## src/uart_cfg.svh

```systemverilog
// Purpose: register map, field positions and reset values of the serial port core
// Assumes: word-indexed avalon slave, 8-bit registers in the low byte lane
// Notes:   definitions only
`ifndef UART_CFG_SVH
`define UART_CFG_SVH

`define REG_BAUD_LOW      4'h0
`define REG_PRESCALER     4'h1
`define REG_FRAME         4'h2
`define REG_SAMPLE_POS    4'h3
`define REG_OVERSAMPLE    4'h4
`define REG_MODE_TWO      4'h5
`define REG_RX_BUF        4'h6
`define REG_TX_BUF        4'h7

`define PSR_DIV_HI_MSB    2
`define PSR_DIV_HI_LSB    0
`define PSR_PSC_MSB       7
`define PSR_PSC_LSB       3

`define FRS_CHAR_MSB      1
`define FRS_CHAR_LSB      0
`define FRS_STOP_BIT      2
`define FRS_XB9_BIT       3
`define FRS_PSEL_MSB      5
`define FRS_PSEL_LSB      4
`define FRS_PEN_BIT       6

`define FRS_RESET         7'h00
`define PSR_RESET         8'h00
`define SPOS_RESET        4'h6
`define OVR_RESET         4'h0
`define MODE_TWO_RESET    1'b0

`define OVR_MIN_CODE      4'h7
`define OVR_DEFAULT_RATE  5'h10
`define SAMPLE_SPAN       5'h02

`define CHAR_LEN_8        2'h0
`define CHAR_LEN_7        2'h1
`define CHAR_LEN_9        2'h2
`define CHAR_LOOPBACK     2'h3

`define PAR_ODD           2'h0
`define PAR_EVEN          2'h1
`define PAR_MARK          2'h2

`endif

```

## src/uart_pkg.sv

```systemverilog
// Purpose: state types shared by the serial port core
// Assumes: nothing
// Notes:   no constants here, they live in uart_cfg.svh
package uart_pkg;
    typedef enum logic [2:0] {
        TX_IDLE   = 3'b000,
        TX_START  = 3'b001,
        TX_DATA   = 3'b010,
        TX_PARITY = 3'b011,
        TX_STOP   = 3'b100
    } tx_state_e;

    typedef enum logic [2:0] {
        RX_IDLE   = 3'b000,
        RX_START  = 3'b001,
        RX_DATA   = 3'b010,
        RX_PARITY = 3'b011,
        RX_STOP   = 3'b100
    } rx_state_e;
endpackage

```

## src/uart_frame_core.sv

```systemverilog
// Purpose: async serial port core: frame format, baud timing, sampling, byte buffers
// Assumes: avalon-mm slave with waitrequest, word index on avs_address_i, 8-bit data
// Notes:   status, interrupts, dma and flow control live elsewhere
// Contract
// - second divider stage divides by eleven-bit divisor plus one, split over two registers.
// - char length 00=8, 01=7, 10=9 bits, 11=loop-back with 9 bits.
// - stop-count bit 0 sends one stop bit, 1 sends two.
// - parity enable adds and checks parity, ignored in nine-bit frames.
// - reset clears frame format; divisor low register keeps contents through reset.
// - sample position used only in manual mode; resets to 06h.
// - three consecutive samples per bit, first at programmed index from 0.
// - automatic start index is 2,3,4,5,6 for rates 7-8 up to 15-16.
// - oversample codes 0-6 give sixteen, codes 7-15 give the code value.
// - reset clears oversample register, giving sixteen-times oversampling.
// - bit rate is clock over oversample rate times divisor-plus-one times prescaler.
// - prescaler supports half-integer factors for fine baud adjustment.
// - each received byte sits in a read-only eight-bit receive buffer.
// - transmit buffer is eight-bit read-write; writing it sends the byte.
// - manual sample mode 0 places samples automatically, 1 uses sample position.
// - prescaler register holds five-bit prescaler code plus divisor bits ten to eight.
//
// Implementation choices: the register offsets and the Avalon-MM interface to the registers.
`timescale 1ns/1ps
`default_nettype none
`include "uart_cfg.svh"
module uart_frame_core (
    input  wire logic        clk_sys_i,
    input  wire logic        rst_i,
    input  wire logic [3:0]  avs_address_i,
    input  wire logic        avs_read_i,
    input  wire logic        avs_write_i,
    input  wire logic [31:0] avs_writedata_i,
    output logic [31:0]      avs_readdata_o,
    output logic             avs_waitrequest_o,
    input  wire logic        rxd_i,
    output logic             txd_o,
    output logic             tx_busy_o,
    output logic             rx_done_o,
    output logic             rx_parity_err_o,
    output logic             rx_frame_err_o
);
    // rate 7..16 from the four-bit code
    function automatic logic [4:0] os_rate(input logic [3:0] code);
        os_rate = (code < `OVR_MIN_CODE) ? `OVR_DEFAULT_RATE : {1'b0, code};
    endfunction

    // parity over the active data bits of a frame
    function automatic logic par_bit(input logic [8:0] data, input logic [3:0] nbits,
                                     input logic [1:0] psel);
        logic [8:0] mask;
        logic       ones;
        mask = 9'h1ff >> (4'h9 - nbits);
        ones = ^(data & mask);
        if (psel == `PAR_ODD)
            par_bit = ~ones;
        else if (psel == `PAR_EVEN)
            par_bit = ones;
        else if (psel == `PAR_MARK)
            par_bit = 1'b1;
        else
            par_bit = 1'b0;
    endfunction

    // ---------------- registers ----------------
    logic [7:0] baud_low_r;
    logic [7:0] prescaler_r;
    logic [6:0] frame_format_r;
    logic [3:0] sample_pos_r;
    logic [3:0] oversample_r;
    logic       manual_mode_r;
    logic [7:0] rx_buf_r;
    logic [7:0] tx_buf_r;
    logic       ack_r;
    logic [7:0] rdata_r;

    wire access  = avs_read_i | avs_write_i;
    wire wr_take = avs_write_i & ack_r;
    wire wr_baud = wr_take && (avs_address_i == `REG_BAUD_LOW);
    wire wr_psr  = wr_take && (avs_address_i == `REG_PRESCALER);
    wire wr_frs  = wr_take && (avs_address_i == `REG_FRAME);
    wire wr_spos = wr_take && (avs_address_i == `REG_SAMPLE_POS);
    wire wr_ovr  = wr_take && (avs_address_i == `REG_OVERSAMPLE);
    wire wr_mod2 = wr_take && (avs_address_i == `REG_MODE_TWO);
    wire wr_tbuf = wr_take && (avs_address_i == `REG_TX_BUF);
    wire [7:0] wdata = avs_writedata_i[7:0];

    // unmapped indices read zero and ignore writes
    wire [7:0] rd_mux =
        (avs_address_i == `REG_BAUD_LOW)   ? baud_low_r :
        (avs_address_i == `REG_PRESCALER)  ? prescaler_r :
        (avs_address_i == `REG_FRAME)      ? {1'b0, frame_format_r} :
        (avs_address_i == `REG_SAMPLE_POS) ? {4'h0, sample_pos_r} :
        (avs_address_i == `REG_OVERSAMPLE) ? {4'h0, oversample_r} :
        (avs_address_i == `REG_MODE_TWO)   ? {7'h00, manual_mode_r} :
        (avs_address_i == `REG_RX_BUF)     ? rx_buf_r :
        (avs_address_i == `REG_TX_BUF)     ? tx_buf_r : 8'h00;

    // one wait state: the answer stands at the edge where waitrequest is low
    always_ff @(posedge clk_sys_i or posedge rst_i) begin
        if (rst_i) begin
            ack_r   <= 1'b0;
            rdata_r <= 8'h00;
        end else begin
            ack_r <= access & ~ack_r;
            if (avs_read_i & ~ack_r)
                rdata_r <= rd_mux;
        end
    end

    assign avs_waitrequest_o = access & ~ack_r;
    assign avs_readdata_o    = {24'h000000, rdata_r};

    // no reset on purpose: contents survive a reset
    always_ff @(posedge clk_sys_i) begin
        if (wr_baud)
            baud_low_r <= wdata;
    end

    always_ff @(posedge clk_sys_i or posedge rst_i) begin
        if (rst_i) begin
            prescaler_r    <= `PSR_RESET;
            frame_format_r <= `FRS_RESET;
            sample_pos_r   <= `SPOS_RESET;
            oversample_r   <= `OVR_RESET;
            manual_mode_r  <= `MODE_TWO_RESET;
            tx_buf_r       <= 8'h00;
        end else begin
            if (wr_psr)
                prescaler_r <= wdata;
            if (wr_frs)
                frame_format_r <= wdata[6:0];
            if (wr_spos)
                sample_pos_r <= wdata[3:0];
            if (wr_ovr)
                oversample_r <= wdata[3:0];
            if (wr_mod2)
                manual_mode_r <= wdata[0];
            if (wr_tbuf)
                tx_buf_r <= wdata;
        end
    end

    // ---------------- decoded configuration ----------------
    wire [1:0] char_sel  = frame_format_r[`FRS_CHAR_MSB:`FRS_CHAR_LSB];
    wire       two_stops = frame_format_r[`FRS_STOP_BIT];
    wire       ninth_tx  = frame_format_r[`FRS_XB9_BIT];
    wire [1:0] psel      = frame_format_r[`FRS_PSEL_MSB:`FRS_PSEL_LSB];
    wire [3:0] nbits     = (char_sel == `CHAR_LEN_8) ? 4'h8 :
                           (char_sel == `CHAR_LEN_7) ? 4'h7 : 4'h9;
    wire       loopback  = (char_sel == `CHAR_LOOPBACK);
    wire       par_on    = frame_format_r[`FRS_PEN_BIT] && (nbits != 4'h9);
    wire [4:0] rate      = os_rate(oversample_r);
    wire [3:0] last_idx  = 4'(rate - 5'h01);
    wire [3:0] auto_pos  = 4'((rate - 5'h03) >> 1);
    wire [3:0] start_pos = manual_mode_r ? sample_pos_r : auto_pos;
    wire [10:0] divisor  = {prescaler_r[`PSR_DIV_HI_MSB:`PSR_DIV_HI_LSB], baud_low_r};

    wire os_tick;

    // bit time = rate oversample ticks of (divisor+1) prescaled clocks
    uart_baud_gen #(
        .DIV_W (11),
        .PSC_W (5)
    ) u_baud (
        .clk_sys_i  (clk_sys_i),
        .rst_i      (rst_i),
        .psc_code_i (prescaler_r[`PSR_PSC_MSB:`PSR_PSC_LSB]),
        .divisor_i  (divisor),
        .os_tick_o  (os_tick)
    );

    // ---------------- transmitter ----------------
    uart_pkg::tx_state_e tx_state_r;
    logic [3:0] tx_os_r;
    logic [3:0] tx_cnt_r;
    logic [8:0] tx_sh_r;
    logic       tx_par_r;
    logic       tx_pend_r;
    logic       txd_r;

    wire tx_bit_end = os_tick && (tx_os_r == last_idx);
    wire tx_go      = (tx_state_r == uart_pkg::TX_IDLE) && tx_pend_r && os_tick;

    always_ff @(posedge clk_sys_i or posedge rst_i) begin
        if (rst_i) begin
            tx_state_r <= uart_pkg::TX_IDLE;
            tx_os_r    <= 4'h0;
            tx_cnt_r   <= 4'h0;
            tx_sh_r    <= 9'h000;
            tx_par_r   <= 1'b0;
            tx_pend_r  <= 1'b0;
            txd_r      <= 1'b1;
        end else begin
            // a write in the start cycle re-arms, it is not lost
            tx_pend_r <= wr_tbuf | (tx_pend_r & ~tx_go);
            if (tx_state_r == uart_pkg::TX_IDLE || tx_bit_end)
                tx_os_r <= 4'h0;
            else if (os_tick)
                tx_os_r <= tx_os_r + 4'h1;
            case (tx_state_r)
                uart_pkg::TX_IDLE: begin
                    if (tx_go) begin
                        tx_sh_r    <= {ninth_tx, tx_buf_r};
                        tx_par_r   <= par_bit({ninth_tx, tx_buf_r}, nbits, psel);
                        tx_cnt_r   <= 4'h0;
                        tx_state_r <= uart_pkg::TX_START;
                    end
                end
                uart_pkg::TX_START: begin
                    if (tx_bit_end)
                        tx_state_r <= uart_pkg::TX_DATA;
                end
                uart_pkg::TX_DATA: begin
                    if (tx_bit_end) begin
                        tx_sh_r  <= {1'b0, tx_sh_r[8:1]};
                        tx_cnt_r <= tx_cnt_r + 4'h1;
                        if (tx_cnt_r == nbits - 4'h1) begin
                            tx_cnt_r   <= 4'h0;
                            tx_state_r <= par_on ? uart_pkg::TX_PARITY : uart_pkg::TX_STOP;
                        end
                    end
                end
                uart_pkg::TX_PARITY: begin
                    if (tx_bit_end)
                        tx_state_r <= uart_pkg::TX_STOP;
                end
                default: begin
                    if (tx_bit_end) begin
                        tx_cnt_r <= tx_cnt_r + 4'h1;
                        if (!two_stops || tx_cnt_r != 4'h0)
                            tx_state_r <= uart_pkg::TX_IDLE;
                    end
                end
            endcase
            txd_r <= (tx_state_r == uart_pkg::TX_START)  ? 1'b0 :
                     (tx_state_r == uart_pkg::TX_DATA)   ? tx_sh_r[0] :
                     (tx_state_r == uart_pkg::TX_PARITY) ? tx_par_r : 1'b1;
        end
    end

    assign txd_o     = txd_r;
    assign tx_busy_o = (tx_state_r != uart_pkg::TX_IDLE);

    // ---------------- receiver ----------------
    logic rx_meta_r;
    logic rx_sync_r;

    always_ff @(posedge clk_sys_i or posedge rst_i) begin
        if (rst_i) begin
            rx_meta_r <= 1'b1;
            rx_sync_r <= 1'b1;
        end else begin
            rx_meta_r <= rxd_i;
            rx_sync_r <= rx_meta_r;
        end
    end

    uart_pkg::rx_state_e rx_state_r;
    logic [3:0] rx_os_r;
    logic [3:0] rx_cnt_r;
    logic [8:0] rx_sh_r;
    logic       rx_done_r;
    logic       rx_perr_r;
    logic       rx_par_bad_r;
    logic       rx_ferr_r;
    logic       rx_bit;
    logic       rx_valid;

    wire rx_line = loopback ? txd_r : rx_sync_r;
    wire rx_arm  = (rx_state_r == uart_pkg::RX_IDLE) && !rx_line;
    wire [8:0] rx_data = rx_sh_r >> (4'h9 - nbits);

    uart_bit_sampler u_sampler (
        .clk_sys_i   (clk_sys_i),
        .rst_i       (rst_i),
        .os_tick_i   (os_tick),
        .os_index_i  (rx_os_r),
        .start_i     (start_pos),
        .rxd_i       (rx_line),
        .bit_o       (rx_bit),
        .bit_valid_o (rx_valid)
    );

    always_ff @(posedge clk_sys_i or posedge rst_i) begin
        if (rst_i) begin
            rx_state_r <= uart_pkg::RX_IDLE;
            rx_os_r    <= 4'h0;
            rx_cnt_r   <= 4'h0;
            rx_sh_r    <= 9'h000;
            rx_buf_r   <= 8'h00;
            rx_done_r  <= 1'b0;
            rx_perr_r  <= 1'b0;
            rx_ferr_r  <= 1'b0;
            rx_par_bad_r <= 1'b0;
        end else begin
            rx_done_r <= 1'b0;
            if (rx_arm || (os_tick && rx_os_r == last_idx))
                rx_os_r <= 4'h0;
            else if (os_tick)
                rx_os_r <= rx_os_r + 4'h1;
            case (rx_state_r)
                uart_pkg::RX_IDLE: begin
                    rx_cnt_r <= 4'h0;
                    if (rx_arm)
                        rx_state_r <= uart_pkg::RX_START;
                end
                uart_pkg::RX_START: begin
                    // a high vote means a glitch, not a start bit
                    if (rx_valid)
                        rx_state_r <= rx_bit ? uart_pkg::RX_IDLE : uart_pkg::RX_DATA;
                end
                uart_pkg::RX_DATA: begin
                    if (rx_valid) begin
                        rx_sh_r  <= {rx_bit, rx_sh_r[8:1]};
                        rx_cnt_r <= rx_cnt_r + 4'h1;
                        if (rx_cnt_r == nbits - 4'h1)
                            rx_state_r <= par_on ? uart_pkg::RX_PARITY : uart_pkg::RX_STOP;
                    end
                end
                uart_pkg::RX_PARITY: begin
                    if (rx_valid) begin
                        // held back so both error flags move together with rx_done_o
                        rx_par_bad_r <= (rx_bit != par_bit(rx_data, nbits, psel));
                        rx_state_r <= uart_pkg::RX_STOP;
                    end
                end
                default: begin
                    if (rx_valid) begin
                        rx_buf_r   <= rx_data[7:0];
                        rx_ferr_r  <= ~rx_bit;
                        rx_done_r  <= 1'b1;
                        rx_perr_r  <= par_on & rx_par_bad_r;
                        rx_state_r <= uart_pkg::RX_IDLE;
                    end
                end
            endcase
        end
    end

    assign rx_done_o       = rx_done_r;
    assign rx_parity_err_o = rx_perr_r;
    assign rx_frame_err_o  = rx_ferr_r;
endmodule
`default_nettype wire

```

## src/uart_baud_gen.sv

```systemverilog
// Purpose: two-stage baud divider producing one oversample tick per period
// Assumes: prescaler factor is (code + 2) / 2, i.e. 1.0 to 16.5 in half steps
// Notes:   the half steps come from a fractional accumulator, so tick spacing jitters by one clock
`timescale 1ns/1ps
`default_nettype none
module uart_baud_gen #(
    parameter int DIV_W = 11,
    parameter int PSC_W = 5
) (
    input  wire logic             clk_sys_i,
    input  wire logic             rst_i,
    input  wire logic [PSC_W-1:0] psc_code_i,
    input  wire logic [DIV_W-1:0] divisor_i,
    output logic                  os_tick_o
);
    generate
        if (DIV_W < 1 || PSC_W < 1) begin : g_bad
            $error("uart_baud_gen: widths must be positive");
        end
    endgenerate

    localparam int ACC_W = PSC_W + 2;

    logic [ACC_W-1:0] acc_r;
    logic [DIV_W-1:0] div_cnt_r;
    logic             os_tick_r;

    // accumulate two half-units per clock, fire when a whole factor has passed
    wire [ACC_W-1:0] acc_sum  = acc_r + ACC_W'(2);
    wire [ACC_W-1:0] psc_half = ACC_W'(psc_code_i) + ACC_W'(2);
    wire             psc_tick = (acc_sum >= psc_half);
    wire             div_wrap = psc_tick && (div_cnt_r == divisor_i);

    always_ff @(posedge clk_sys_i or posedge rst_i) begin
        if (rst_i) begin
            acc_r     <= '0;
            div_cnt_r <= '0;
            os_tick_r <= 1'b0;
        end else begin
            acc_r     <= psc_tick ? acc_sum - psc_half : acc_sum;
            os_tick_r <= div_wrap;
            if (div_wrap)
                div_cnt_r <= '0;
            else if (psc_tick)
                div_cnt_r <= div_cnt_r + DIV_W'(1);
        end
    end

    assign os_tick_o = os_tick_r;
endmodule
`default_nettype wire

```

## src/uart_bit_sampler.sv

```systemverilog
// Purpose: takes three consecutive oversample points in a bit and votes
// Assumes: start index + 2 lies below the oversample rate (software keeps it so)
// Notes:   bit_valid_o pulses one clock after the third sample
`timescale 1ns/1ps
`default_nettype none
`include "uart_cfg.svh"
module uart_bit_sampler (
    input  wire logic       clk_sys_i,
    input  wire logic       rst_i,
    input  wire logic       os_tick_i,
    input  wire logic [3:0] os_index_i,
    input  wire logic [3:0] start_i,
    input  wire logic       rxd_i,
    output logic            bit_o,
    output logic            bit_valid_o
);
    logic s0_r;
    logic s1_r;
    logic bit_r;
    logic valid_r;

    wire [4:0] idx  = {1'b0, os_index_i};
    wire [4:0] pos0 = {1'b0, start_i};
    wire       hit0 = os_tick_i && (idx == pos0);
    wire       hit1 = os_tick_i && (idx == pos0 + 5'h01);
    wire       hit2 = os_tick_i && (idx == pos0 + `SAMPLE_SPAN);

    always_ff @(posedge clk_sys_i or posedge rst_i) begin
        if (rst_i) begin
            s0_r    <= 1'b1;
            s1_r    <= 1'b1;
            bit_r   <= 1'b1;
            valid_r <= 1'b0;
        end else begin
            if (hit0)
                s0_r <= rxd_i;
            if (hit1)
                s1_r <= rxd_i;
            if (hit2)
                bit_r <= (s0_r & s1_r) | (s0_r & rxd_i) | (s1_r & rxd_i);
            valid_r <= hit2;
        end
    end

    assign bit_o       = bit_r;
    assign bit_valid_o = valid_r;
endmodule
`default_nettype wire

```

## config.mk

```make
export PLATFORM = sky130hd
export DESIGN_NAME = uart_frame_core
export DESIGN_NICKNAME = d
export VERILOG_FILES = /design/src/uart_pkg.sv /design/src/uart_frame_core.sv /design/src/uart_baud_gen.sv /design/src/uart_bit_sampler.sv
export VERILOG_INCLUDE_DIRS = /design/src
export SDC_FILE = /design/constraint.sdc
export NUM_CORES = 1
export LEC_CHECK = 0
export BUFFER_PORTS_ARGS = -buffer_cell sky130_fd_sc_hd__buf_2
export CAP_MARGIN = 20
export CORE_ASPECT_RATIO = 0.8
export CORE_MARGIN = 5
export CORE_UTILIZATION = 55
export CTS_BUF_LIST = sky130_fd_sc_hd__clkbuf_2 sky130_fd_sc_hd__clkbuf_4 sky130_fd_sc_hd__clkbuf_8
export CTS_CLUSTER_SIZE = 20
export DETAILED_ROUTE_END_ITERATION = 7
export PLACE_DENSITY = 0.76
export SYNTH_ARGS = -nofsm -noshare
export SYNTH_HDL_FRONTEND = slang
export SYNTH_SLANG_ARGS = --single-unit
```

## constraint.sdc

```tcl
create_clock -name clk_sys_i -period 11.9 [get_ports clk_sys_i]
set_clock_uncertainty 0.1 [all_clocks]
set_input_delay 3.57 -clock clk_sys_i [delete_from_list [all_inputs] [get_ports clk_sys_i]]
set_output_delay 3.57 -clock clk_sys_i [all_outputs]
set_load 0.02 [all_outputs]
```

## After elaboration in Yosys (flattened, before gate mapping)

Cells that the tools add are included.

- Equal/unequal tests: 37
- Shift-type cells: 2
- Bitwise logic cells: 21
- Add/subtract/negate cells: 14
- Multiplexer cells: 59
- Reductions and logical operators: 50
- $lt $le $gt $ge: 2

Operators with widths:

| operator | number |
|---|---|
| $mux W8 | 8 |
| $mux W4 | 12 |
| $mux W3 | 14 |
| $pmux W3 S4 | 2 |
| $mux W11 | 2 |
| $eq A4 B4 Y1 | 5 |
| $and A9 B9 Y9 | 2 |
| $mux W9 | 2 |
| $pmux W9 S2 | 1 |
| $reduce_xor A9 Y1 | 2 |
| $logic_and A1 B1 Y1 | 17 |
| $add A4 B1 Y4 const B | 4 |
| $eq A4 B3 Y1 const B | 4 |
| $ne A2 B2 Y1 const B | 7 |
| $reduce_bool A2 Y1 | 7 |
| $mux W1 | 13 |
| $eq A3 B2 Y1 const B | 4 |
| $pmux W4 S3 | 1 |
| $add A11 B1 Y11 const B | 1 |
| $eq A11 B11 Y1 | 1 |
| $eq A4 B5 Y1 | 2 |
| $reduce_and A2 Y1 | 5 |
| $shr A9 B4 Y9 | 1 |
| $shr A9 B4 Y9 const A | 1 |
| 39 further kinds | 67 |

- Word-level logic and storage cells: 219
- Flip-flop bits (word level): 129
- Output and inout port bits: 38
- Input port bits: 41

## Logic depth before layout (Yosys ltp)

Gate-level depths: netlist of run 1.

- Depth in word-level cells: 12
- Depth in mapped cells: 12
- Mapped depth without buffers: 11

## Cells and area by module

A second synthesis of run 1 with hierarchy kept.

- Cell total of the unflattened synthesis: 729
- Area total of the unflattened synthesis: 7547.2 um^2

By module, submodules not included:

| module | seq. area each (um^2) | times used | cells an instance | area each (um^2) |
|---|---|---|---|---|
| uart_frame_core | 2698.8 | 1 | 553 | 5805.6 |
| uart_baud_gen | 475.5 | 1 | 144 | 1418.9 |
| uart_bit_sampler | 103.8 | 1 | 32 | 322.8 |

## Worst setup path after synthesis of run 1

No wires, ideal clock.

- Kind: in2out
- Start: in avs_write_i
- End: out avs_waitrequest_o
- Stages on the path: 2
- Arrival: 3.900 ns
- Required time: 8.230 ns
- Buffers on the path: 0
- Setup slack: 4.330 ns
- Path through: nor2_1 -> nor2_1

- Longest elaborated chain between the ends: 2

RTL lines:

| element | RTL line | text |
|---|---|---|
| start: declaration | uart_frame_core.sv:31 | `input wire logic avs_write_i,` |
| $or A1 B1 Y1 | uart_frame_core.sv:76 | `wire access = avs_read_i \| avs_write_i;` |
| $and A1 B1 Y1 | uart_frame_core.sv:110 | `assign avs_waitrequest_o = access & ~ack_r;` |
| end: declaration | uart_frame_core.sv:34 | `output logic avs_waitrequest_o,` |

No other way between the ends.

## Worst setup path after layout of run 1

Ends and elaborated chain as after synthesis.

==> impl_metrics.ini, run 1 <==
[setup_path]
crit_chain = buf_2 -> nor2_1 -> nor2_1 -> buf_2
cp_data_required_time_ps = 8230
critPathLaunchType = input port
slowest_stage = buf_2
worst_setup_path_end_kind = output pin
slowest_delay_ps = 180
cp.arrival_ps = 3990
path_class = input port to output pin
cp_max_fo = 3

[logic_synthesis]
synth.avg_cell_area_um2 = 10.1
async_reset_ff_frac = 0.938
synth_edf_count = 8
netlist_area_mm2 = 0.00744
ys.flop_type = dfrtp_1
ys_warn_count = 0
postSynthCellCount = 735
synth-seq-cells = 129
ys_seq_area_frac = 0.441
yosys.cell_types.count = 66

[placed_design]
place_hpwl_um = 12300
place_area_mm2 = 0.00758
gp_congestion = 0.914
dp.cells = 911
numPortBuffers = 30

[timing]
slew_headroom = 0.344
fin_crit_ps = 7660
fmaxAchievable_ghz = 0.131
setup_viol = 0
setup_tns_ps = 0
hold_violations = 0
rsz0062_at_grt = no
fin_hold_ws_ps = 257
worstMarginPinSlew_ps = 983
period_share = 0.643
final-max-slew-violation-count = 0

[grt]
antenna_found_initial = 0
grt_usage = 0.221
grt_overflow = 0
grt_pass1_vias = 5526
grt_pass1_wl_um = 28200
grt_max_degree = 65

[finish]
drive_above_1_share = 0.186
antennaDiodeCount = 0
fin_util = 0.592
final_cells = 943
syn_to_final_growth_pct = 6.71
final_nets = 810
fin_area_mm2 = 0.00794

[die]
rows = 38
die-area_mm2 = 0.0160
die_y_um = 114
core_area_mm2 = 0.0134
die_w_um = 140
start_util = 0.555
pin_count = 79

[cts]
cts_made_buffers = 17
cts_tree = yes
cts_htree_levels = 4
cts_resized = 0
hold_buffers = 0
post-cts-setup-buffers = 0
insertion_delay_ps = 460
cts_max_path_buffers = 2
clock_tree.root_cell = clkbuf_8
cts.sinks = 129
clk_pin_slew_ps = 70

[detailed_routing]
vias_per_cell = 5.90
finalWirelength_um = 17000
post_drt_wl_per_cell_um = 18.1
remaining_drc_errors = 0
drt_iter0_drc = 423
drtAntennaViolNets = 0
num_vias = 5559
firstDrtPassIters = 5

[pwr]
power_frac_seq = 0.416
combPwrFrac = 0.348
p_switching_mw = 0.575
clock_power_share = 0.236
p_sw_frac = 0.397
ir_worst_vdd_v = 0.000220
power.internal_mw = 0.874
power_density_mw_per_mm2 = 183
p_leak_nw = 3.62

[run]
cap_viol_max_count = 0

[outcome]
status = finished, final reports clean

[hold_path]
min_path_type = flop to flop
==> Yosys cell counts, types with 4 or more instances <==
cell,number,share of area
nor2b_1,10,0.0084
nand2_1,55,0.028
nor2_1,46,0.023
nand4_1,6,0.0050
ha_1,18,0.030
clkbuf_1,23,0.012
a21oi_1,32,0.022
a22oi_1,12,0.012
o22ai_1,6,0.0050
mux2_2,63,0.095
a31oi_1,7,0.0059
and3_1,4,0.0034
a221oi_1,4,0.0047
a211oi_1,4,0.0040
nand3_1,21,0.014
buf_1,4,0.0020
o31ai_1,4,0.0040
edfxtp_1,8,0.032
nor3_1,24,0.016
mux2i_1,18,0.024
nand2b_1,5,0.0042
xnor2_1,27,0.032
o21ai_0,46,0.031
inv_1,29,0.015
buf_2,4,0.0027
a21o_1,6,0.0061
xor2_1,33,0.039
a22o_1,16,0.019
dfrtp_1,113,0.38
dfstp_2,8,0.028
nor4_1,4,0.0034
buf_4,28,0.028
==> kinds of logic (layout without fill, tap and decap cells) <==
kind of cell | after synthesis | in the layout | synth area share
buffers and inverters | 90 | 95 | 0.0612
XOR/XNOR | 62 | 62 | 0.0769
adder cells (fa/ha/maj) | 20 | 20 | 0.0343
flip-flops | 129 | 129 | 0.441
other | 1 | 24 | 0.000504
AO/OA/AOI/OAI | 159 | 159 | 0.138
AND/OR/NAND/NOR | 193 | 193 | 0.129
multiplexers | 81 | 81 | 0.120
==> final cells by class <==
cell class	instances	area, um2
tap	180	225
inverter	30	115
multi-input combinational	539	3790
clock buffer	18	248
fill	1134	5470
sequential	129	3280
timing repair buffer	33	173
clock inverter	14	108
==> state kept, by name, indices dropped and copies added, names as in the netlist, 7 cells and up <==
signal	count
rdata_r	8
rx_sh_r	9
u_baud.acc_r	7
tx_buf_r	8
baud_low_r	8
prescaler_r	8
tx_sh_r	9
u_baud.div_cnt_r	11
rx_buf_r	8
frame_format_r	7
==> power by group through the flow <==
stage,logic (mW),clock network [mW],registers (mW)
2_1_floorplan,0.425,0,0.565
3_3_place_gp,0.473,0,0.604
3_5_place_dp,0.499,0,0.610
4_1_cts,0.502,0.345,0.601
5_1_grt,0.561,0.367,0.615
6_report,0.504,0.342,0.603
==> worst max-delay path, delay by kind of cell <==
family                 cells  cell delay [ps]
buffers and inverters      2              280
and+or+nand+nor            2              140
==> per-layer routing <==
metal | wire [um] | share of wire | global-route usage
met3 | 1150 | 0.068 | 0.0696
met1 | 7680 | 0.45 | 0.303
met4 | 184 | 0.011 | 0.0549
met5 | 0 | 0 | 0
met2 | 8020 | 0.47 | 0.347
==> worst paths after layout <==
path                                           to                         from  slack, ps  depth (start not counted)
setup / recovery                avs_waitrequest_o                  avs_write_i       4240                          4
hold / removal                rx_sync_r$_DFF_PP1_          rx_meta_r$_DFF_PP1_        260                          0
setup reg to reg           tx_sh_r[1]$_DFFE_PP0P_  oversample_r[0]$_DFFE_PP0P_       8610                         10
hold reg to reg               rx_sync_r$_DFF_PP1_          rx_meta_r$_DFF_PP1_        260                          0
max in group asynchronous  tx_os_r[2]$_DFFE_PP0P_                        rst_i       7280                          3
min in group asynchronous         ack_r$_DFF_PP0_                        rst_i       3150                          2
==> through the flow <==
stage	total power, mW	setup WS [ps]
finish	1.45	4240
floorplan	0.990	4330
CTS	1.45	4240
global route	1.54	4180
detailed placement	1.11	4240
global placement	1.08	4240
==> cells in the final DEF, fill, tap and decap left out, drive strengths merged, types with 7 or more instances in the layout <==
cell type,count
nor2b,10
dfstp,8
mux2,63
xor2,33
dfrtp,113
mux2i,18
ha,18
nand3,21
a21oi,33
a22oi,12
inv,33
nor2,46
a22o,16
xnor2,27
a31oi,7
clkbuf,18
nand2,55
o21ai,47
buf,33
conb,24
edfxtp,8
nor3,25
(Power assumes the default switching activity.)
==> inputs of run 2 (changes only) <==
ABC_AREA = 1   (was default)
PLACE_DENSITY = 0.79   (was 0.76)
clock period = 6.15 ns   (was 11.9 ns; I/O delays follow)
==> impl_metrics.ini, run 2 <==
[outcome]
status = finished, final reports clean

[placed_design]
gp_congestion = 0.938
place_hpwl_um = 12200
numPortBuffers = 30

[detailed_routing]
drtAntennaViolNets = 0
firstDrtPassIters = 5
remaining_drc_errors = 0
drt_iter0_drc = 547
post_drt_wl_per_cell_um = 13.8
vias_per_cell = 5.30
finalWirelength_um = 16300
num_vias = 6286

[pwr]
ir_worst_vdd_v = 0.000150
power_frac_seq = 0.390
p_switching_mw = 1.20
p_leak_nw = 3.93
combPwrFrac = 0.377
power.internal_mw = 1.80
fin_total_pwr_mw = 3.00
clock_power_share = 0.233
p_sw_frac = 0.401
power_density_mw_per_mm2 = 372

[logic_synthesis]
ys.flop_type = dfrtp_1
netlist.top_cell.by_area = dfrtp_1
netlist_area_mm2 = 0.00748
async_reset_ff_frac = 0.938
yosysTopAreaCellShare = 0.378
synth.avg_cell_area_um2 = 7.81
synth_area_leaders = dfrtp_1, nand2_1, o21ai_0
ys_seq_area_frac = 0.438
ys_warn_count = 0
postSynthCellCount = 958
synth-seq-cells = 129
yosys.cell_types.count = 48
netlist_top_cells_count = nand2_1, inv_1, dfrtp_1, o21ai_0, nand3_1
synth_edf_count = 8
synth.most_common_cell = nand2_1

[die]
die_w_um = 140
die-area_mm2 = 0.0161
start_util = 0.556
die_y_um = 114
core_area_mm2 = 0.0135
rows = 38
pin_count = 79

[finish]
syn_to_final_growth_pct = 7.94
regMostFlops = u_baud.div_cnt_r
drive_above_1_share = 0.100
antennaDiodeCount = 0
largest_reg_flops = 11
fin_util = 0.600
mostFrequentLayoutCells = nand2_1, inv_1, dfrtp_1
final_common_cell = nand2_1
final_nets = 1052
reg_top3 = u_baud.div_cnt_r (11), rx_sh_r (9), tx_sh_r (9)

[setup_path]
critPathLaunchType = input port
cp_data_required_time_ps = 4200
r2r-start = u_baud.acc_r[1]$_DFF_PP0_
path_class = input port to output pin
rr_worst_depth = 11
rrSetupSlack_ps = 2800
cp.arrival_ps = 2260
timing.rr.end = u_baud.div_cnt_r[3]$_DFFE_PP0P_
cp_max_fo = 2
worst_setup_path_end_kind = output pin

[cts]
cts_made_buffers = 17
clock_tree.root_cell = clkbuf_8
insertion_delay_ps = 450
clk_pin_slew_ps = 60
hold_buffers = 0
cts_resized = 0
cts.sinks = 129
cts_tree = yes
post-cts-setup-buffers = 0
cts_htree_levels = 4
cts_max_path_buffers = 2

[timing]
rsz0062_at_grt = no
fmaxAchievable_ghz = 0.238
hold_violations = 0
period_share = 0.684
fin_crit_ps = 4210
setup_viol = 0
final-max-slew-violation-count = 0
worstMarginPinSlew_ps = 897
setup_tns_ps = 0
slew_headroom = 0.397

[run]
cap_viol_max_count = 0

[hold_path]
hold_path_depth = 0
hold_end = rx_sync_r$_DFF_PP1_
min_path_type = flop to flop
holdCritStartpoint = rx_meta_r$_DFF_PP1_

[grt]
grt_max_degree = 64
antenna_found_initial = 0
grt_usage = 0.219
grt_overflow = 0
grt_pass1_vias = 5967
grt_pass1_wl_um = 28200
==> run 2: area by class of cell <==
| cell class | count | area (um2) |
|---|---|---|
| Clock buffer | 27 | 334 |
| Clock inverter | 5 | 52.6 |
| Fill cell | 1182 | 5380 |
| Inverter | 132 | 498 |
| Multi-Input combinational cell | 680 | 3520 |
| Sequential cell | 129 | 3280 |
| Tap cell | 180 | 225 |
| Timing Repair Buffer | 32 | 165 |
==> run 2: power by group through the flow <==
stage,clock [mW],sequential (mW),combinational (mW)
3_5_place_dp,0,1.18,1.13
4_1_cts,0.717,1.17,1.13
3_3_place_gp,0,1.18,1.10
6_report,0.700,1.17,1.13
5_1_grt,0.762,1.19,1.30
2_1_floorplan,0,1.14,0.953
==> run 2: logic make-up (layout without fill, tap and decap cells) <==
| kind of cell | after synthesis | in the layout | synth area share |
|---|---|---|---|
| simple gates | 415 | 415 | 0.238 |
| compound gates | 173 | 173 | 0.129 |
| buf+inv | 172 | 196 | 0.102 |
| flops | 129 | 129 | 0.438 |
| xor+xnor | 47 | 47 | 0.0560 |
| fa+ha+maj | 19 | 19 | 0.0328 |
| mux | 2 | 2 | 0.00268 |
| other cells | 1 | 24 | 0.000501 |
==> run 2: stage by stage <==
stage,worst slack (ps),cells,hold slack [ps],area [um2]
finish,1940,1185,256,8080
global route,1870,1185,272,8080
CTS,1940,1185,259,8080
detailed placement,1940,1153,247,7690
global placement,1940,1153,246,7690
floorplan,1000,981,245,7570
==> run 2: worst max-delay path, stage by stage <==
cell    delay (ps)
buf_2           90
nor2_1          40
nor2_1         110
buf_2          180
==> run 2: metal layers <==
metal  track usage  vias to the layer above  wire length, um
li1              -                     3147                -
met1         0.309                     2921             7680
met4        0.0717                        0              184
met5             0                        -                0
met2         0.321                      197             7160
met3        0.0714                       21             1310
==> run 2: how the worst max path moves through the flow <==
stage	slack, ps	cells after the start	endpoint	from
floorplan	1000	1	ack_r$_DFF_PP0_	rst_i
detailed placement	1940	4	avs_waitrequest_o	avs_write_i
finish	1940	4	avs_waitrequest_o	avs_write_i
CTS	1940	4	avs_waitrequest_o	avs_write_i
global route	1870	4	avs_waitrequest_o	avs_read_i
global placement	1940	4	avs_waitrequest_o	avs_write_i
